--- src/shared/tmr_defines.svh ---
// register offsets, field codes, fixed tops and reset values of the 16-bit timer
// assumes an apb slave with 32-bit data and byte addresses on word boundaries
`ifndef TMR_DEFINES_SVH
`define TMR_DEFINES_SVH

// ****************************************
// register map
// ****************************************
`define TMR_ADDR_W 8
`define TMR_REG_CTRL 8'h00
`define TMR_REG_FORCE 8'h04
`define TMR_REG_COUNT 8'h08
`define TMR_REG_CMPA 8'h0c
`define TMR_REG_CMPB 8'h10
`define TMR_REG_CAPTOP 8'h14
`define TMR_REG_FLAGS 8'h18

// ****************************************
// reset values
// ****************************************
`define TMR_RST_WORD 32'h0000_0000
`define TMR_RST_16 16'h0000
`define TMR_RST_FLAGS 4'h0

// ****************************************
// waveform modes
// ****************************************
`define TMR_WGM_NORMAL 4'h0
`define TMR_WGM_CTC_A 4'h4
`define TMR_WGM_FPWM8 4'h5
`define TMR_WGM_FPWM9 4'h6
`define TMR_WGM_FPWM10 4'h7
`define TMR_WGM_CTC_CAP 4'hc
`define TMR_WGM_FPWM_CAP 4'he
`define TMR_WGM_FPWM_A 4'hf

// ****************************************
// counter limits
// ****************************************
`define TMR_BOTTOM 16'h0000
`define TMR_MAX 16'hffff
`define TMR_TOP_8 16'h00ff
`define TMR_TOP_9 16'h01ff
`define TMR_TOP_10 16'h03ff
`define TMR_ONE 16'h0001

// ****************************************
// compare output actions (2/3 are non-inverting/inverting in pwm)
// ****************************************
`define TMR_ACT_NONE 2'h0
`define TMR_ACT_TOGGLE 2'h1
`define TMR_ACT_CLEAR 2'h2
`define TMR_ACT_SET 2'h3

// ****************************************
// clock select and prescaler taps
// ****************************************
`define TMR_CS_STOP 3'h0
`define TMR_CS_DIV1 3'h1
`define TMR_CS_DIV8 3'h2
`define TMR_CS_DIV64 3'h3
`define TMR_CS_DIV256 3'h4
`define TMR_CS_DIV1024 3'h5
`define TMR_DIV8_BITS 3
`define TMR_DIV64_BITS 6
`define TMR_DIV256_BITS 8
`define TMR_DIV1024_BITS 10
`define TMR_PRESCALE_W 10

// ****************************************
// flag and strobe bits
// ****************************************
`define TMR_FLAG_OVF 0
`define TMR_FLAG_CMPA 1
`define TMR_FLAG_CMPB 2
`define TMR_FLAG_CAP 3
`define TMR_FORCE_A 0
`define TMR_FORCE_B 1

`endif

--- src/shared/tmr_pkg.sv ---
// types shared by the timer and its bench
// assumes tmr_defines.svh is on the include path
package tmr_pkg;

   // ****************************************
   // control word layout
   // ****************************************
   typedef struct packed {
      logic [18:0] rsvd;
      logic compare_b_pin_direction;
      logic compare_a_pin_direction;
      logic [2:0] clock_select;
      logic [1:0] compare_b_output_action;
      logic [1:0] compare_a_output_action;
      logic [3:0] waveform_mode_select;
   } tmr_ctrl_s;

   // ****************************************
   // sticky event flags
   // ****************************************
   typedef struct packed {
      logic capture_flag;
      logic compare_b_flag;
      logic compare_a_flag;
      logic overflow_flag;
   } tmr_flags_s;

endpackage

--- src/logic/tmr_timer.sv ---
// 16-bit timer/counter: normal, clear-on-match and fast pwm modes, two compare channels
// assumes a synchronous apb master on SYS_CLK, with flags cleared by software or through FLAG_ACK
`include "tmr_defines.svh"

module tmr_timer
   import tmr_pkg::*;
#(
   parameter int PRESCALE_W = `TMR_PRESCALE_W
)(
   input wire logic SYS_CLK,
   input wire logic RST,
   input wire logic PSEL,
   input wire logic PENABLE,
   input wire logic PWRITE,
   input wire logic [`TMR_ADDR_W-1:0] PADDR,
   input wire logic [31:0] PWDATA,
   output logic [31:0] PRDATA,
   output logic PREADY,
   output logic PSLVERR,
   input wire logic [3:0] FLAG_ACK,
   output logic OC_A_OUT,
   output logic OC_A_OE_N,
   output logic OC_B_OUT,
   output logic OC_B_OE_N
);

   // ****************************************
   // decoding helpers
   // ****************************************
   function automatic logic is_fast_pwm(input logic [3:0] mode);
      is_fast_pwm = (mode == `TMR_WGM_FPWM8) || (mode == `TMR_WGM_FPWM9) ||
                    (mode == `TMR_WGM_FPWM10) || (mode == `TMR_WGM_FPWM_CAP) ||
                    (mode == `TMR_WGM_FPWM_A);
   endfunction

   // bits a compare write may keep; fixed tops mask the rest to zero
   function automatic logic [15:0] fixed_mask(input logic [3:0] mode);
      case (mode)
         `TMR_WGM_FPWM8: fixed_mask = `TMR_TOP_8;
         `TMR_WGM_FPWM9: fixed_mask = `TMR_TOP_9;
         `TMR_WGM_FPWM10: fixed_mask = `TMR_TOP_10;
         default: fixed_mask = `TMR_MAX;
      endcase
   endfunction

   function automatic logic prescale_hit(input logic [2:0] sel,
                                         input logic [PRESCALE_W-1:0] cnt);
      case (sel)
         `TMR_CS_DIV1: prescale_hit = 1'b1;
         `TMR_CS_DIV8: prescale_hit = &cnt[`TMR_DIV8_BITS-1:0];
         `TMR_CS_DIV64: prescale_hit = &cnt[`TMR_DIV64_BITS-1:0];
         `TMR_CS_DIV256: prescale_hit = &cnt[`TMR_DIV256_BITS-1:0];
         `TMR_CS_DIV1024: prescale_hit = &cnt[`TMR_DIV1024_BITS-1:0];
         default: prescale_hit = 1'b0;
      endcase
   endfunction

   // next output state on a match or at top; channel a alone may toggle in pwm
   function automatic logic oc_step(input logic oc, input logic [1:0] act, input logic pwm,
                                    input logic may_toggle, input logic hit,
                                    input logic top);
      oc_step = oc;
      if (!pwm) begin
         if (hit) begin
            case (act)
               `TMR_ACT_TOGGLE: oc_step = ~oc;
               `TMR_ACT_CLEAR: oc_step = 1'b0;
               `TMR_ACT_SET: oc_step = 1'b1;
               default: oc_step = oc;
            endcase
         end
      end else if (hit) begin
         case (act)
            `TMR_ACT_TOGGLE: oc_step = may_toggle ? ~oc : oc;
            `TMR_ACT_CLEAR: oc_step = 1'b1;
            `TMR_ACT_SET: oc_step = 1'b0;
            default: oc_step = oc;
         endcase
      end else if (top) begin
         case (act)
            `TMR_ACT_CLEAR: oc_step = 1'b0;
            `TMR_ACT_SET: oc_step = 1'b1;
            default: oc_step = oc;
         endcase
      end
   endfunction

   // ****************************************
   // state
   // ****************************************
   tmr_ctrl_s ctrl, next_ctrl;
   tmr_flags_s flags, next_flags;
   logic [PRESCALE_W-1:0] prescale, next_prescale;
   logic [15:0] count, next_count;
   logic [15:0] cmp_a_buf, next_cmp_a_buf;
   logic [15:0] cmp_a_act, next_cmp_a_act;
   logic [15:0] cmp_b, next_cmp_b;
   logic [15:0] cap_top, next_cap_top;
   logic oc_a, next_oc_a;
   logic oc_b, next_oc_b;
   logic block_match, next_block_match;
   logic [31:0] prdata, next_prdata;
   logic pslverr, next_pslverr;

   // ****************************************
   // decode of mode, top and bus
   // ****************************************
   logic tick;
   logic pwm;
   logic top_clears;
   logic [15:0] top;
   logic at_top;
   logic match_a;
   logic match_b;
   logic force_a;
   logic force_b;
   logic wr;
   logic setup;
   logic mapped;
   logic [15:0] wmask;

   always_comb begin
      tick = prescale_hit(ctrl.clock_select, prescale);
      pwm = is_fast_pwm(ctrl.waveform_mode_select);
      case (ctrl.waveform_mode_select)
         `TMR_WGM_CTC_A, `TMR_WGM_FPWM_A: top = cmp_a_act;
         `TMR_WGM_CTC_CAP, `TMR_WGM_FPWM_CAP: top = cap_top;
         `TMR_WGM_FPWM8: top = `TMR_TOP_8;
         `TMR_WGM_FPWM9: top = `TMR_TOP_9;
         `TMR_WGM_FPWM10: top = `TMR_TOP_10;
         default: top = `TMR_MAX;
      endcase
      top_clears = pwm || (ctrl.waveform_mode_select == `TMR_WGM_CTC_A) ||
                   (ctrl.waveform_mode_select == `TMR_WGM_CTC_CAP);
      // a counter write hides every match, top included, for one timer cycle
      at_top = tick && top_clears && (count == top) && !block_match;
      match_a = tick && (count == cmp_a_act) && !block_match;
      match_b = tick && (count == cmp_b) && !block_match;
      wr = PSEL && PENABLE && PWRITE;
      setup = PSEL && !PENABLE;
      mapped = (PADDR == `TMR_REG_CTRL) || (PADDR == `TMR_REG_FORCE) ||
               (PADDR == `TMR_REG_COUNT) || (PADDR == `TMR_REG_CMPA) ||
               (PADDR == `TMR_REG_CMPB) || (PADDR == `TMR_REG_CAPTOP) ||
               (PADDR == `TMR_REG_FLAGS);
      force_a = wr && (PADDR == `TMR_REG_FORCE) && PWDATA[`TMR_FORCE_A] && !pwm;
      force_b = wr && (PADDR == `TMR_REG_FORCE) && PWDATA[`TMR_FORCE_B] && !pwm;
      wmask = fixed_mask(ctrl.waveform_mode_select);
   end

   // ****************************************
   // counter, compare registers and outputs
   // ****************************************
   always_comb begin
      next_prescale = prescale + 1'b1;
      next_ctrl = ctrl;
      next_count = count;
      next_cmp_a_buf = cmp_a_buf;
      next_cmp_a_act = cmp_a_act;
      next_cmp_b = cmp_b;
      next_cap_top = cap_top;
      next_block_match = block_match;
      if (tick) begin
         next_block_match = 1'b0;
         if (at_top) begin
            next_count = `TMR_BOTTOM;
         end else begin
            next_count = count + `TMR_ONE;
         end
         if (pwm && at_top) begin
            next_cmp_a_act = cmp_a_buf;
         end
      end
      // the action field is sampled when a match or force fires, and at top in fast pwm
      next_oc_a = oc_step(oc_a, ctrl.compare_a_output_action, pwm,
                          ctrl.waveform_mode_select == `TMR_WGM_FPWM_A,
                          match_a || force_a, pwm && at_top);
      next_oc_b = oc_step(oc_b, ctrl.compare_b_output_action, pwm, 1'b0,
                          match_b || force_b, pwm && at_top);
      if (wr) begin
         case (PADDR)
            `TMR_REG_CTRL: begin
               next_ctrl = tmr_ctrl_s'(PWDATA);
               next_ctrl.rsvd = '0;
            end
            `TMR_REG_COUNT: begin
               next_count = PWDATA[15:0];
               next_block_match = 1'b1;
            end
            `TMR_REG_CMPA: begin
               next_cmp_a_buf = PWDATA[15:0] & wmask;
               if (!pwm) begin
                  next_cmp_a_act = PWDATA[15:0] & wmask;
               end
            end
            `TMR_REG_CMPB: next_cmp_b = PWDATA[15:0] & wmask;
            `TMR_REG_CAPTOP: next_cap_top = PWDATA[15:0];
            default: next_cap_top = cap_top;
         endcase
      end
   end

   always_ff @(posedge SYS_CLK) begin
      if (RST) begin
         prescale <= '0;
         ctrl <= tmr_ctrl_s'(`TMR_RST_WORD);
         count <= `TMR_RST_16;
         cmp_a_buf <= `TMR_RST_16;
         cmp_a_act <= `TMR_RST_16;
         cmp_b <= `TMR_RST_16;
         cap_top <= `TMR_RST_16;
         oc_a <= 1'b0;
         oc_b <= 1'b0;
         block_match <= 1'b0;
      end else begin
         prescale <= next_prescale;
         ctrl <= next_ctrl;
         count <= next_count;
         cmp_a_buf <= next_cmp_a_buf;
         cmp_a_act <= next_cmp_a_act;
         cmp_b <= next_cmp_b;
         cap_top <= next_cap_top;
         oc_a <= next_oc_a;
         oc_b <= next_oc_b;
         block_match <= next_block_match;
      end
   end

   // ****************************************
   // sticky flags: a set in the clearing cycle wins
   // ****************************************
   tmr_flags_s flag_set;
   tmr_flags_s flag_clr;

   always_comb begin
      flag_set.overflow_flag = pwm ? at_top : (tick && count == `TMR_MAX);
      flag_set.compare_a_flag = match_a;
      flag_set.compare_b_flag = match_b;
      flag_set.capture_flag = at_top &&
                              ((ctrl.waveform_mode_select == `TMR_WGM_CTC_CAP) ||
                               (ctrl.waveform_mode_select == `TMR_WGM_FPWM_CAP));
      flag_clr = tmr_flags_s'(FLAG_ACK);
      if (wr && PADDR == `TMR_REG_FLAGS) begin
         flag_clr = flag_clr | tmr_flags_s'(PWDATA[3:0]);
      end
      next_flags = (flags & ~flag_clr) | flag_set;
   end

   always_ff @(posedge SYS_CLK) begin
      if (RST) begin
         flags <= tmr_flags_s'(`TMR_RST_FLAGS);
      end else begin
         flags <= next_flags;
      end
   end

   // ****************************************
   // apb read path: data is latched in setup so access has zero wait
   // ****************************************
   always_comb begin
      next_prdata = prdata;
      next_pslverr = pslverr;
      if (setup) begin
         next_pslverr = !mapped;
         case (PADDR)
            `TMR_REG_CTRL: next_prdata = 32'(ctrl);
            `TMR_REG_COUNT: next_prdata = {16'h0000, count};
            `TMR_REG_CMPA: next_prdata = {16'h0000, cmp_a_buf};
            `TMR_REG_CMPB: next_prdata = {16'h0000, cmp_b};
            `TMR_REG_CAPTOP: next_prdata = {16'h0000, cap_top};
            `TMR_REG_FLAGS: next_prdata = {28'h0000000, flags};
            default: next_prdata = `TMR_RST_WORD;
         endcase
      end
   end

   always_ff @(posedge SYS_CLK) begin
      if (RST) begin
         prdata <= `TMR_RST_WORD;
         pslverr <= 1'b0;
      end else begin
         prdata <= next_prdata;
         pslverr <= next_pslverr;
      end
   end

   assign PRDATA = prdata;
   assign PSLVERR = pslverr && PSEL && PENABLE;
   assign PREADY = 1'b1;
   // pin override only while an action is selected; direction drives the enable
   assign OC_A_OUT = oc_a && (ctrl.compare_a_output_action != `TMR_ACT_NONE);
   assign OC_B_OUT = oc_b && (ctrl.compare_b_output_action != `TMR_ACT_NONE);
   assign OC_A_OE_N = !ctrl.compare_a_pin_direction;
   assign OC_B_OE_N = !ctrl.compare_b_pin_direction;

   logic cnt_wr;
   assign cnt_wr = wr && (PADDR == `TMR_REG_COUNT);
endmodule

--- config.mk ---
export PLATFORM = sky130hd
export DESIGN_NAME = tmr_timer
export DESIGN_NICKNAME = d
export VERILOG_FILES = /design/src/shared/tmr_pkg.sv /design/src/logic/tmr_timer.sv
export VERILOG_INCLUDE_DIRS = /design/src /design/src/shared
export SDC_FILE = /design/constraint.sdc
export NUM_CORES = 1
export LEC_CHECK = 0
export BUFFER_PORTS_ARGS = -buffer_cell sky130_fd_sc_hd__buf_2
export CAP_MARGIN = 20
export CELL_PAD_IN_SITES_DETAIL_PLACEMENT = 2
export CELL_PAD_IN_SITES_GLOBAL_PLACEMENT = 2
export CORE_ASPECT_RATIO = 0.5
export CORE_MARGIN = 2
export CORE_UTILIZATION = 31
export DETAILED_ROUTE_END_ITERATION = 10
export PLACE_DENSITY_LB_ADDON = 0.1
export SETUP_SLACK_MARGIN = 0.3
export SYNTH_ARGS = -nofsm -noshare
export SYNTH_HDL_FRONTEND = slang
export SYNTH_SLANG_ARGS = --single-unit
--- constraint.sdc ---
create_clock -name SYS_CLK -period 2.4 [get_ports SYS_CLK]
set_input_delay 0.12 -clock SYS_CLK [delete_from_list [all_inputs] [get_ports SYS_CLK]]
set_output_delay 0.12 -clock SYS_CLK [all_outputs]
set_load 0.01 [all_outputs]
== Yosys cells after proc, flatten, opt, wreduce, memory -nomap -nowiden ==
Index checks and enable logic that the tools add are counted.

* Flip-flop bits (word level): 143
* Bits of input ports: 49

* Reduce and logical (&&, ||, !) cells: 67
* Multiplexer cells: 33
* Bitwise logic cells: 7
* Eq/ne operators: 30
* Add/subtract/negate cells: 2

{| class="wikitable"
|+ Operator list
! operator !! number
|-
| $mux 16 || 9
|-
| $pmux 16 s6 || 1
|-
| $pmux 16 s5 || 1
|-
| $eq 16x16->1 || 3
|-
| $pmux 16 s3 || 1
|-
| $eq 8x5->1 const B || 3
|-
| $logic_and 1x1->1 || 23
|-
| $add 16x1->16 const B || 1
|-
| $and 16x16->16 || 1
|-
| $eq 16x16->1 const B || 1
|-
| $eq 4x3->1 const B || 4
|-
| $eq 8x4->1 const B || 2
|-
| $logic_or 1x1->1 || 15
|-
| $mux 1 || 13
|-
| $eq 4x4->1 const B || 3
|-
| $reduce_bool 2->1 || 6
|-
| $reduce_bool 3->1 || 4
|-
| $add 10x1->10 const B || 1
|-
| $reduce_and 10->1 || 1
|-
| $reduce_and 5->1 || 2
|-
| $pmux 1 s3 || 3
|-
| $eq 2x2->1 const B || 4
|-
| $eq 8x3->1 const B || 1
|-
| $logic_not 8->1 || 1
|-
| 19 further kinds || 35
|}

== Longest topological paths before layout ==
Gate-level depths: netlist of the first run.

* Depth after elaboration: 16
* Gate-level depth with buffers: 13
* Gate-level depth less buffers: 10

== Worst setup path after synthesis of the first run ==
No wires, ideal clock.

* Kind: reg2reg
* From: register ctrl[0] (netlist bit)
* To: register oc_a
* Stages on the path, launching flop included: 11
* Setup time: 0.069 ns
* Arrival time: 2.528 ns
* Slack: -0.197 ns
* Data required time: 2.331 ns
* Path through: dfxtp_1 buf_4 buf_6 o221a_1 or4_1 a211oi_2 nand3_1 nor4b_4 buf_6 or4b_1 o21ai_1

* Longest elaborated chain between the ends: 13
* Elaborated cells on any way between the ends: 31
* Those cells by class: eq/ne: 9; mux: 3; reduce/logical: 19

{| class="wikitable"
|+ Ends and longest elaborated chain
! element !! line !! source
|-
| start: declaration || tmr_timer.sv:91 || <nowiki>tmr_ctrl_s ctrl, next_ctrl;</nowiki>
|-
| start signal: assignment || tmr_timer.sv:205 || <nowiki>ctrl <= tmr_ctrl_s'(`TMR_RST_WORD);</nowiki>
|-
| start signal: assignment || tmr_timer.sv:216 || <nowiki>ctrl <= next_ctrl;</nowiki>
|-
| parallel branches: the longest is 13 deep, another holds $pmux 16 s5 || -- ||
|-
| end signal: assignment || tmr_timer.sv:222 || <nowiki>oc_a <= next_oc_a;</nowiki>
|-
| end: declaration || tmr_timer.sv:99 || <nowiki>logic oc_a, next_oc_a;</nowiki>
|}

Several ways; the timed one is not identified.
A chain may end at the register's enable or synchronous reset.

== Final worst setup path of the first run ==
* From: register ctrl[3] (netlist bit)
* To: register cmp_a_act[8]

* Longest elaborated chain between the ends: 16
* Elaborated cells on any way between the ends: 28
* Those cells by class: eq/ne: 8; mux: 7; bitwise: 1; reduce/logical: 12

{| class="wikitable"
|+ Ends and longest elaborated chain
! element !! line !! source
|-
| parallel branches: the longest is 15 deep, another holds $pmux 16 s5 || -- ||
|-
| $mux 16 (*) || tmr_timer.sv:179 || <nowiki>if (wr) begin</nowiki>
|-
| end signal: assignment || tmr_timer.sv:208 || <nowiki>cmp_a_act <= `TMR_RST_16;</nowiki>
|-
| end signal: assignment || tmr_timer.sv:219 || <nowiki>cmp_a_act <= next_cmp_a_act;</nowiki>
|-
| end: declaration || tmr_timer.sv:96 || <nowiki>logic [15:0] cmp_a_act, next_cmp_a_act;</nowiki>
|}

Every way passes the cells marked *.

==> impl_metrics.ini, run 1 <==
[run_status]
status = complete, but fails checks
violations = setup timing

[pwr]
pwr_density_cell_mw_per_mm2 = 514
p_leak_nw = 3.79
ir_drop_mv = 0.425

[layout]
diodes = 0
drive_above_1_share = 0.272
layout_common_cells = nand2_1 (144), buf_4 (138), dfxtp_1 (119)
layout_commonest_cell = nand2_1
final_area_mm2 = 0.00978
final_nets = 1135
syn2layout_area_growth_pct = 36.2

[hold_path]
hold_path.class = input pin to register

[timing]
hold_viol_final = 0
max_freq_mhz = 337
setup-violations-final = 36
rsz0062_at_grt = true
setup_slack_ns = -0.564
slew_violations = 0
clock_skew_ns = 0.0112
period_share = 1.24
tightestPinTransition_ns = 0.663
fin_crit_ns = 2.96
slew-limit-headroom = 0.557
setup-tns-final_ns = -16.91

[setup_path]
r2r_cells = 13
crit_start = ctrl[3]
worst_setup_path_end_kind = register
cp.required_ns = 2.71
critPathKind = register to register
endpoint = cmp_a_act[8]
reg2reg_to = cmp_a_act[8]
arrival_ns = 3.27
reg2reg_from = ctrl[3]
critPathMaxFanout = 14
crit_path_start_kind = register
rrSetupSlack_ns = -0.56

[floorplanning]
ioPinCount = 87
num_rows = 39
dieHeight_um = 112
die_area_mm2 = 0.0245
initial_core_util = 0.315
die_w_um = 219
core-area_mm2 = 0.0228

[detailed_routing]
wl_per_cell_um = 26.8
drt_iter0_drc = 771
wl_met2_um = 15500
vias = 8171
drt-total-wl_um = 37500
ant_nets = 0
top_layer_used = met4
wl_met1_um = 18100
vias_per_cell = 5.83
met3WireLength_um = 3280
drc = 0
firstDrtPassIters = 8

[synth]
yosysSeqAreaShare = 0.354
synth_cell_types = 71
postSynthAreaPerCell_um2 = 7.82
synth_edf_count = 0
ys_seq_elements = 127
syn_area_mm2 = 0.00718
ys.flop_type = dfxtp_1
synthArstFlopShare = 0
netlist_instances = 918
ys_warn_count = 0

[placement]
port_buffers = 53
post_dp_cell_area_mm2 = 0.00869
place_hpwl_um = 27000
dp_worst_setup_slack_ns = -0.520
routabilityCongestion = 0.918

[grt]
grt_pass1_wl_um = 54800
grt_max_degree = 52
grt_overflow = 0
grt_pass1_vias = 8380
grt.total_usage = 0.309
antenna_found_initial = 0

[clock_network]
clkLatencyLatePin_ns = 0.45
clk_path_buf_depth = 2
cts_buffers = 17
clockRootBuffer = clkbuf_16
htree_levels = 4
clock_sinks = 127
clkTransAtPathRegs_ns = 0.06
cts_tree = yes

[run]
cap_violations = 0
==> Yosys cell counts, drive strengths merged, types with 7 or more instances <==
cell / count / area, um^2
xor2: 48 / 420
clkbuf: 58 / 218
nand2: 146 / 556
nor3: 9 / 45.0
nand3: 39 / 195
and3: 10 / 62.6
a22oi: 20 / 150
inv: 16 / 60.1
o211ai: 8 / 70.1
a21oi: 113 / 566
o21ai: 24 / 120
xnor2: 12 / 105
nor2: 61 / 229
and2: 7 / 43.8
nor4: 14 / 93.8
buf: 38 / 287
nor2b: 8 / 50.1
dfxtp: 127 / 2540
nand4b: 9 / 78.8
a222oi: 9 / 90.1
nand4: 8 / 50.1
mux2i: 21 / 210
a211oi: 24 / 185
==> layer usage <==
layer | GRT usage | vias up
met1 | 0.464 | 4220
met3 | 0.0587 | 43
met5 | 0 | -
met4 | 0.0824 | 0
met2 | 0.445 | 344
li1 | - | 3564
==> how the worst min path moves through the flow <==
| stage | cells past startpoint | end | startpoint |
|---|---|---|---|
| after global placement | 3 | flags[1] | FLAG_ACK[1] |
| after global routing | 3 | cap_top[8] | PWDATA[8] |
| after detailed placement | 3 | flags[1] | FLAG_ACK[1] |
| after floorplan | 2 | count[2] | PWDATA[2] |
| final | 3 | cap_top[10] | PWDATA[10] |
| after CTS | 3 | cap_top[8] | PWDATA[8] |
==> per-stage QoR <==
step           utilization  total power [mW]  hold WS [ns]  std cells
5_1_grt              0.429              5.17        0.0247       1402
3_5_place_dp         0.381              2.38         0.403       1348
4_1_cts              0.423              5.05       0.00405       1400
6_report             0.429              5.03        0.0312       1402
2_1_floorplan            -              2.28         0.229        933
3_3_place_gp         0.381              2.37         0.391       1348
==> cell families after synthesis <==
kind of cell,Yosys count,share of synthesized area
compound gates,239,0.213
xor+xnor,60,0.0732
fa+ha+maj,3,0.00523
buf+inv,112,0.0786
flops,127,0.354
mux,22,0.0308
other cells,2,0.00105
simple gates,353,0.244
==> critical path, stage by stage, from the launching register on <==
cell,delay (ns)
dfxtp_4,0.36
buf_12,0.15
nor3_1,0.30
buf_4,0.17
a22oi_1,0.09
xnor2_1,0.15
nor4_2,0.31
buf_4,0.20
nand3_2,0.12
nor4b_4,0.31
buf_6,0.20
buf_12,0.14
mux2i_2,0.23
a211oi_2,0.10
==> repair_timing <==
action                                 CTS  global route
setup endpoints to repair               38            38
pin swaps                               19             8
hold buffers                            10             0
gates cloned                             2             0
gates resized for setup                 35            29
endpoints found under the hold margin   23             0
buffers inserted                         9             2
==> registers in the layout, summed over array words and instances, names as in the netlist <==
signal / flops
cmp_a_act: 16
block_match: 1
PRDATA: 16
ctrl: 13
oc_b: 1
pslverr: 1
count: 16
prescale: 10
cap_top: 16
flags: 4
cmp_a_buf: 16
cmp_b: 16
oc_a: 1
==> area by class of cell <==
class                           count  area [um^2]
Clock buffer                       22          474
Clock inverter                      9          109
Fill cell                        2522        13000
Inverter                           16         60.1
Multi-Input combinational cell    694         4360
Sequential cell                   127         2550
Tap cell                          307          384
Timing Repair Buffer              227         1840
==> power breakdown <==
part / internal, mW / total [mW] / switching [mW]
Combinational: 0.0746 / 0.236 / 0.162
Clock: 1.60 / 2.67 / 1.06
Sequential: 2.12 / 2.13 / 0.00922
(Power assumes the default switching activity.)
==> run 2: changes to the inputs <==
Settings changed: HOLD_SLACK_MARGIN set to 0.05.
==> impl_metrics.ini, run 2 (synthesized netlist as in run 1, its figures left out) <==
[timing]
clock_skew_ns = 0.0100
fin_crit_ns = 3.00
slew-limit-headroom = 0.554
hold_viol_final = 0
setup_slack_ns = -0.597
slew_violations = 0
rsz0062_at_grt = true
setup-violations-final = 36
tightestPinTransition_ns = 0.668
period_share = 1.25
max_freq_mhz = 334
worst_hold_slack_ns = 0.200

[setup_path]
worst_setup_path_end_kind = register
reg2reg_from = ctrl[3]
crit_start = ctrl[3]
arrival_ns = 3.30
critPathMaxFanout = 14
critPathKind = register to register
crit_path_start_kind = register
cp.required_ns = 2.70

[clock_network]
clock_sinks = 127
htree_levels = 4
cts_buffers = 17
clkTransAtPathRegs_ns = 0.06
clk_path_buf_depth = 2
clkLatencyLatePin_ns = 0.45
cts_tree = yes
clockRootBuffer = clkbuf_16

[placement]
dp_worst_setup_slack_ns = -0.520
place_hpwl_um = 27000
dp.cells = 1348
port_buffers = 53
routabilityCongestion = 0.918

[pwr]
pwr_density_cell_mw_per_mm2 = 505
p_leak_nw = 3.88
ir_drop_mv = 0.425
p_total_mw = 5.04

[detailed_routing]
vias = 8197
vias_per_cell = 5.80
firstDrtPassIters = 7
wl_per_cell_um = 26.7
drt_iter0_drc = 781
ant_nets = 0
drt-total-wl_um = 37800
drc = 0

[layout]
diodes = 0
instances_no_fill = 1414
layout_common_cells = nand2_1 (144), buf_4 (139), dfxtp_1 (118)
layout_commonest_cell = nand2_1
finalCoreUtilization = 0.438
final_nets = 1147
drive_above_1_share = 0.287
syn2layout_area_growth_pct = 39.1

[grt]
grt.total_usage = 0.310
grt_overflow = 0
grt_pass1_vias = 8470
grt_pass1_wl_um = 55100
antenna_found_initial = 1
grt_max_degree = 52

[run_status]
violations = setup timing
status = complete, but fails checks

[floorplanning]
num_rows = 39
die_w_um = 219
ioPinCount = 87
core-area_mm2 = 0.0228
dieHeight_um = 112
die_area_mm2 = 0.0245
initial_core_util = 0.315

[hold_path]
hold_path.class = input pin to register
hold_start = RST

[run]
cap_violations = 0
run 2: changes by cell type in the layout (fill, tap and decap cells not counted), sizes merged:
cell         delta
dlygate4sd3    +10
buf             +2
run 2: through the flow:
stage	cell area [um^2]	setup TNS (ns)
2_1_floorplan	7270	-2.63
3_3_place_gp	8690	-12.87
3_5_place_dp	8690	-16.13
4_1_cts	9740	-12.97
5_1_grt	9990	-19.97
6_report	9990	-17.86
run 2: final timing paths:
path / to / slack, ns / cells past startpoint
worst min register to register: PRDATA[6] / 0.48 / 2
worst max register to register: cmp_a_act[15] / -0.60 / 13
worst max-delay path: cmp_a_act[15] / -0.60 / 13
worst min-delay path: cap_top[7] / 0.20 / 2
run 2: area by class of cell:
cell class                      instances  area (um^2)
Timing Repair Buffer                  239         1970
Fill cell                            2506        12800
Clock inverter                          9          109
Sequential cell                       127         2560
Multi-Input combinational cell        694         4440
Inverter                               16         60.1
Tap cell                              307          384
Clock buffer                           22          474
run 2: what timing repair did:
item,CTS,global route
hold endpoints to repair,72,0
gates resized for setup,35,53
setup buffers,9,4
cloned,2,0
hold buffers,20,0
pin swaps,19,23
setup endpoints to repair,38,38
run 2: power breakdown:
part	switching, mW	internal, mW	leakage [nW]
clock	1.06	1.60	0.286
sequential	0.00938	2.12	1.03
combinational	0.167	0.0871	2.57
total	1.24	3.81	3.88
run 2: routing by layer:
| metal | share of wire | up-vias | GRT usage |
|---|---|---|---|
| met5 | 0 | - | 0 |
| met4 | 0.017 | 0 | 0.0856 |
| met3 | 0.079 | 53 | 0.0607 |
| met2 | 0.42 | 316 | 0.450 |
| met1 | 0.48 | 4240 | 0.461 |
| li1 | - | 3588 | - |
run 2: worst max-delay path: stages (launching register included):
cell,delay [ns]
dfxtp_4,0.36
buf_12,0.15
nor3_1,0.30
buf_4,0.17
a22oi_1,0.09
xnor2_1,0.15
nor4_2,0.32
buf_4,0.20
nand3_2,0.12
nor4b_4,0.32
buf_6,0.20
buf_12,0.14
mux2i_2,0.22
a211oi_1,0.11
==> run 3: changes to the inputs <==
Settings changed: SETUP_SLACK_MARGIN 0.3 to 0.05.
==> impl_metrics.ini, run 3 (synthesized netlist as in run 1, its figures left out) <==
[timing]
slew-limit-headroom = 0.513
period_share = 1.22
setup-violations-final = 36
max_freq_mhz = 340
slew_violations = 0
tightestPinTransition_ns = 0.730
fin_crit_ns = 2.94
setup_slack_ns = -0.537
hold_viol_final = 0
clock_skew_ns = 0.00788
setup-tns-final_ns = -15.48
rsz0062_at_grt = true

[floorplanning]
dieHeight_um = 112
initial_core_util = 0.315
core-area_mm2 = 0.0228
die_area_mm2 = 0.0245
num_rows = 39
ioPinCount = 87
die_w_um = 219

[pwr]
p_total_mw = 5.29
ir_drop_mv = 0.292
p_leak_nw = 3.81
pwr_density_cell_mw_per_mm2 = 535

[clock_network]
clkLatencyLatePin_ns = 0.45
cts_tree = yes
htree_levels = 4
clockRootBuffer = clkbuf_16
clk_path_buf_depth = 2
clock_sinks = 127
clkTransAtPathRegs_ns = 0.06
cts_buffers = 17

[hold_path]
min_path_cells = 3
hold_path.class = input pin to register

[setup_path]
critPathKind = register to register
crit_path_max_incr_delay_ns = 0.55
r2r_cells = 11
crit_path_start_kind = register
cp_slowest_cell = or4_1
cp_num_buf_inv = 3
critPathMaxFanout = 9
worst_setup_path_end_kind = register
cp_common_cell = buf_4
crit_family = simple AND/OR/NAND/NOR gates
arrival_ns = 3.26
cp.required_ns = 2.72
cp_cell_sequence = buf_4, or4_1, o211ai_2, xor2_1, nand4b_1, a22o_4, nor4b_4, buf_4, buf_12, mux2i_4, a211oi_2
crit_cells = 11

[grt]
grt.total_usage = 0.299
grt_use_met3 = 0.0623
grt_busiest_layer = met2
grt_pass1_vias = 8346
gr-usage-met2 = 0.439
antenna_found_initial = 2
grt_use_met1 = 0.436
grt_pass1_wl_um = 53300
grt_max_degree = 86
grt_overflow = 0

[detailed_routing]
drc = 0
firstDrtPassIters = 6
wl_per_cell_um = 25.9
drt-total-wl_um = 36100
drt_iter0_drc = 679
vias = 7943
ant_nets = 0
vias_per_cell = 5.69

[layout]
final_nets = 1127
syn2layout_area_growth_pct = 37.8
fill_cells = 2503
drive_above_1_share = 0.271
diodes = 0
instances_no_fill = 1395
layout_commonest_cell = nand2_1
final_area_mm2 = 0.00990
layout_common_cells = nand2_1 (145), buf_4 (128), dfxtp_1 (125)

[placement]
routabilityCongestion = 0.877
post_dp_cell_area_mm2 = 0.00854
dp.cells = 1328
dp_worst_setup_slack_ns = -0.371
place_hpwl_um = 25700
port_buffers = 53

[run_status]
status = complete, but fails checks
violations = setup timing

[run]
cap_violations = 0
## run 3: stage by stage
stage           util  hold slack [ns]
6_report       0.434           0.0965
5_1_grt        0.434           0.0864
4_1_cts        0.425           0.0622
3_5_place_dp   0.375            0.414
3_3_place_gp   0.375            0.388
2_1_floorplan      -            0.229
## run 3: per-layer routing
metal / wire (um) / share of wire
met1: 17500 / 0.48
met2: 15300 / 0.42
met3: 2640 / 0.073
met4: 643 / 0.018
met5: 0 / 0
## run 3: final cells by class
type / instances / area (um^2) / share of cell area
Tap cell: 307 / 384 / 0.0388
Clock buffer: 24 / 492 / 0.0497
Inverter: 16 / 60.1 / 0.00607
Multi-Input combinational cell: 694 / 4440 / 0.449
Sequential cell: 127 / 2550 / 0.257
Clock inverter: 8 / 151 / 0.0153
Timing Repair Buffer: 219 / 1820 / 0.184
## run 3: worst register-to-register path, cell delays in order (launching register included)
cell and delay, ns:
dfxtp_1 0.33, buf_4 0.17, or4_1 0.55, o211ai_2 0.12, xor2_1 0.24, nand4b_1 0.14
a22o_4 0.27, nor4b_4 0.30, buf_4 0.17, buf_12 0.15, mux2i_4 0.28, a211oi_2 0.09
## run 3: path summary, 6_finish.rpt
path | from | endpoint | slack (ns)
max | ctrl[3] | cmp_a_act[12] | -0.54
max reg2reg | ctrl[3] | cmp_a_act[12] | -0.54
min | PWDATA[6] | count[6] | 0.1
min reg2reg | PRDATA[3] | PRDATA[3] | 0.49
## run 3: power by group
group / internal, mW / switching [mW] / total (mW)
combinational: 0.0888 / 0.172 / 0.261
sequential: 2.12 / 0.00793 / 2.12
clock: 1.85 / 1.06 / 2.91
## run 3: what timing repair did
action	CTS	global route
cloned	4	0
setup buffers	11	3
resized for setup	39	36
hold endpoints to repair	58	0
hold buffers	17	0
endpoints found under the setup margin	36	37
pin swaps	15	22
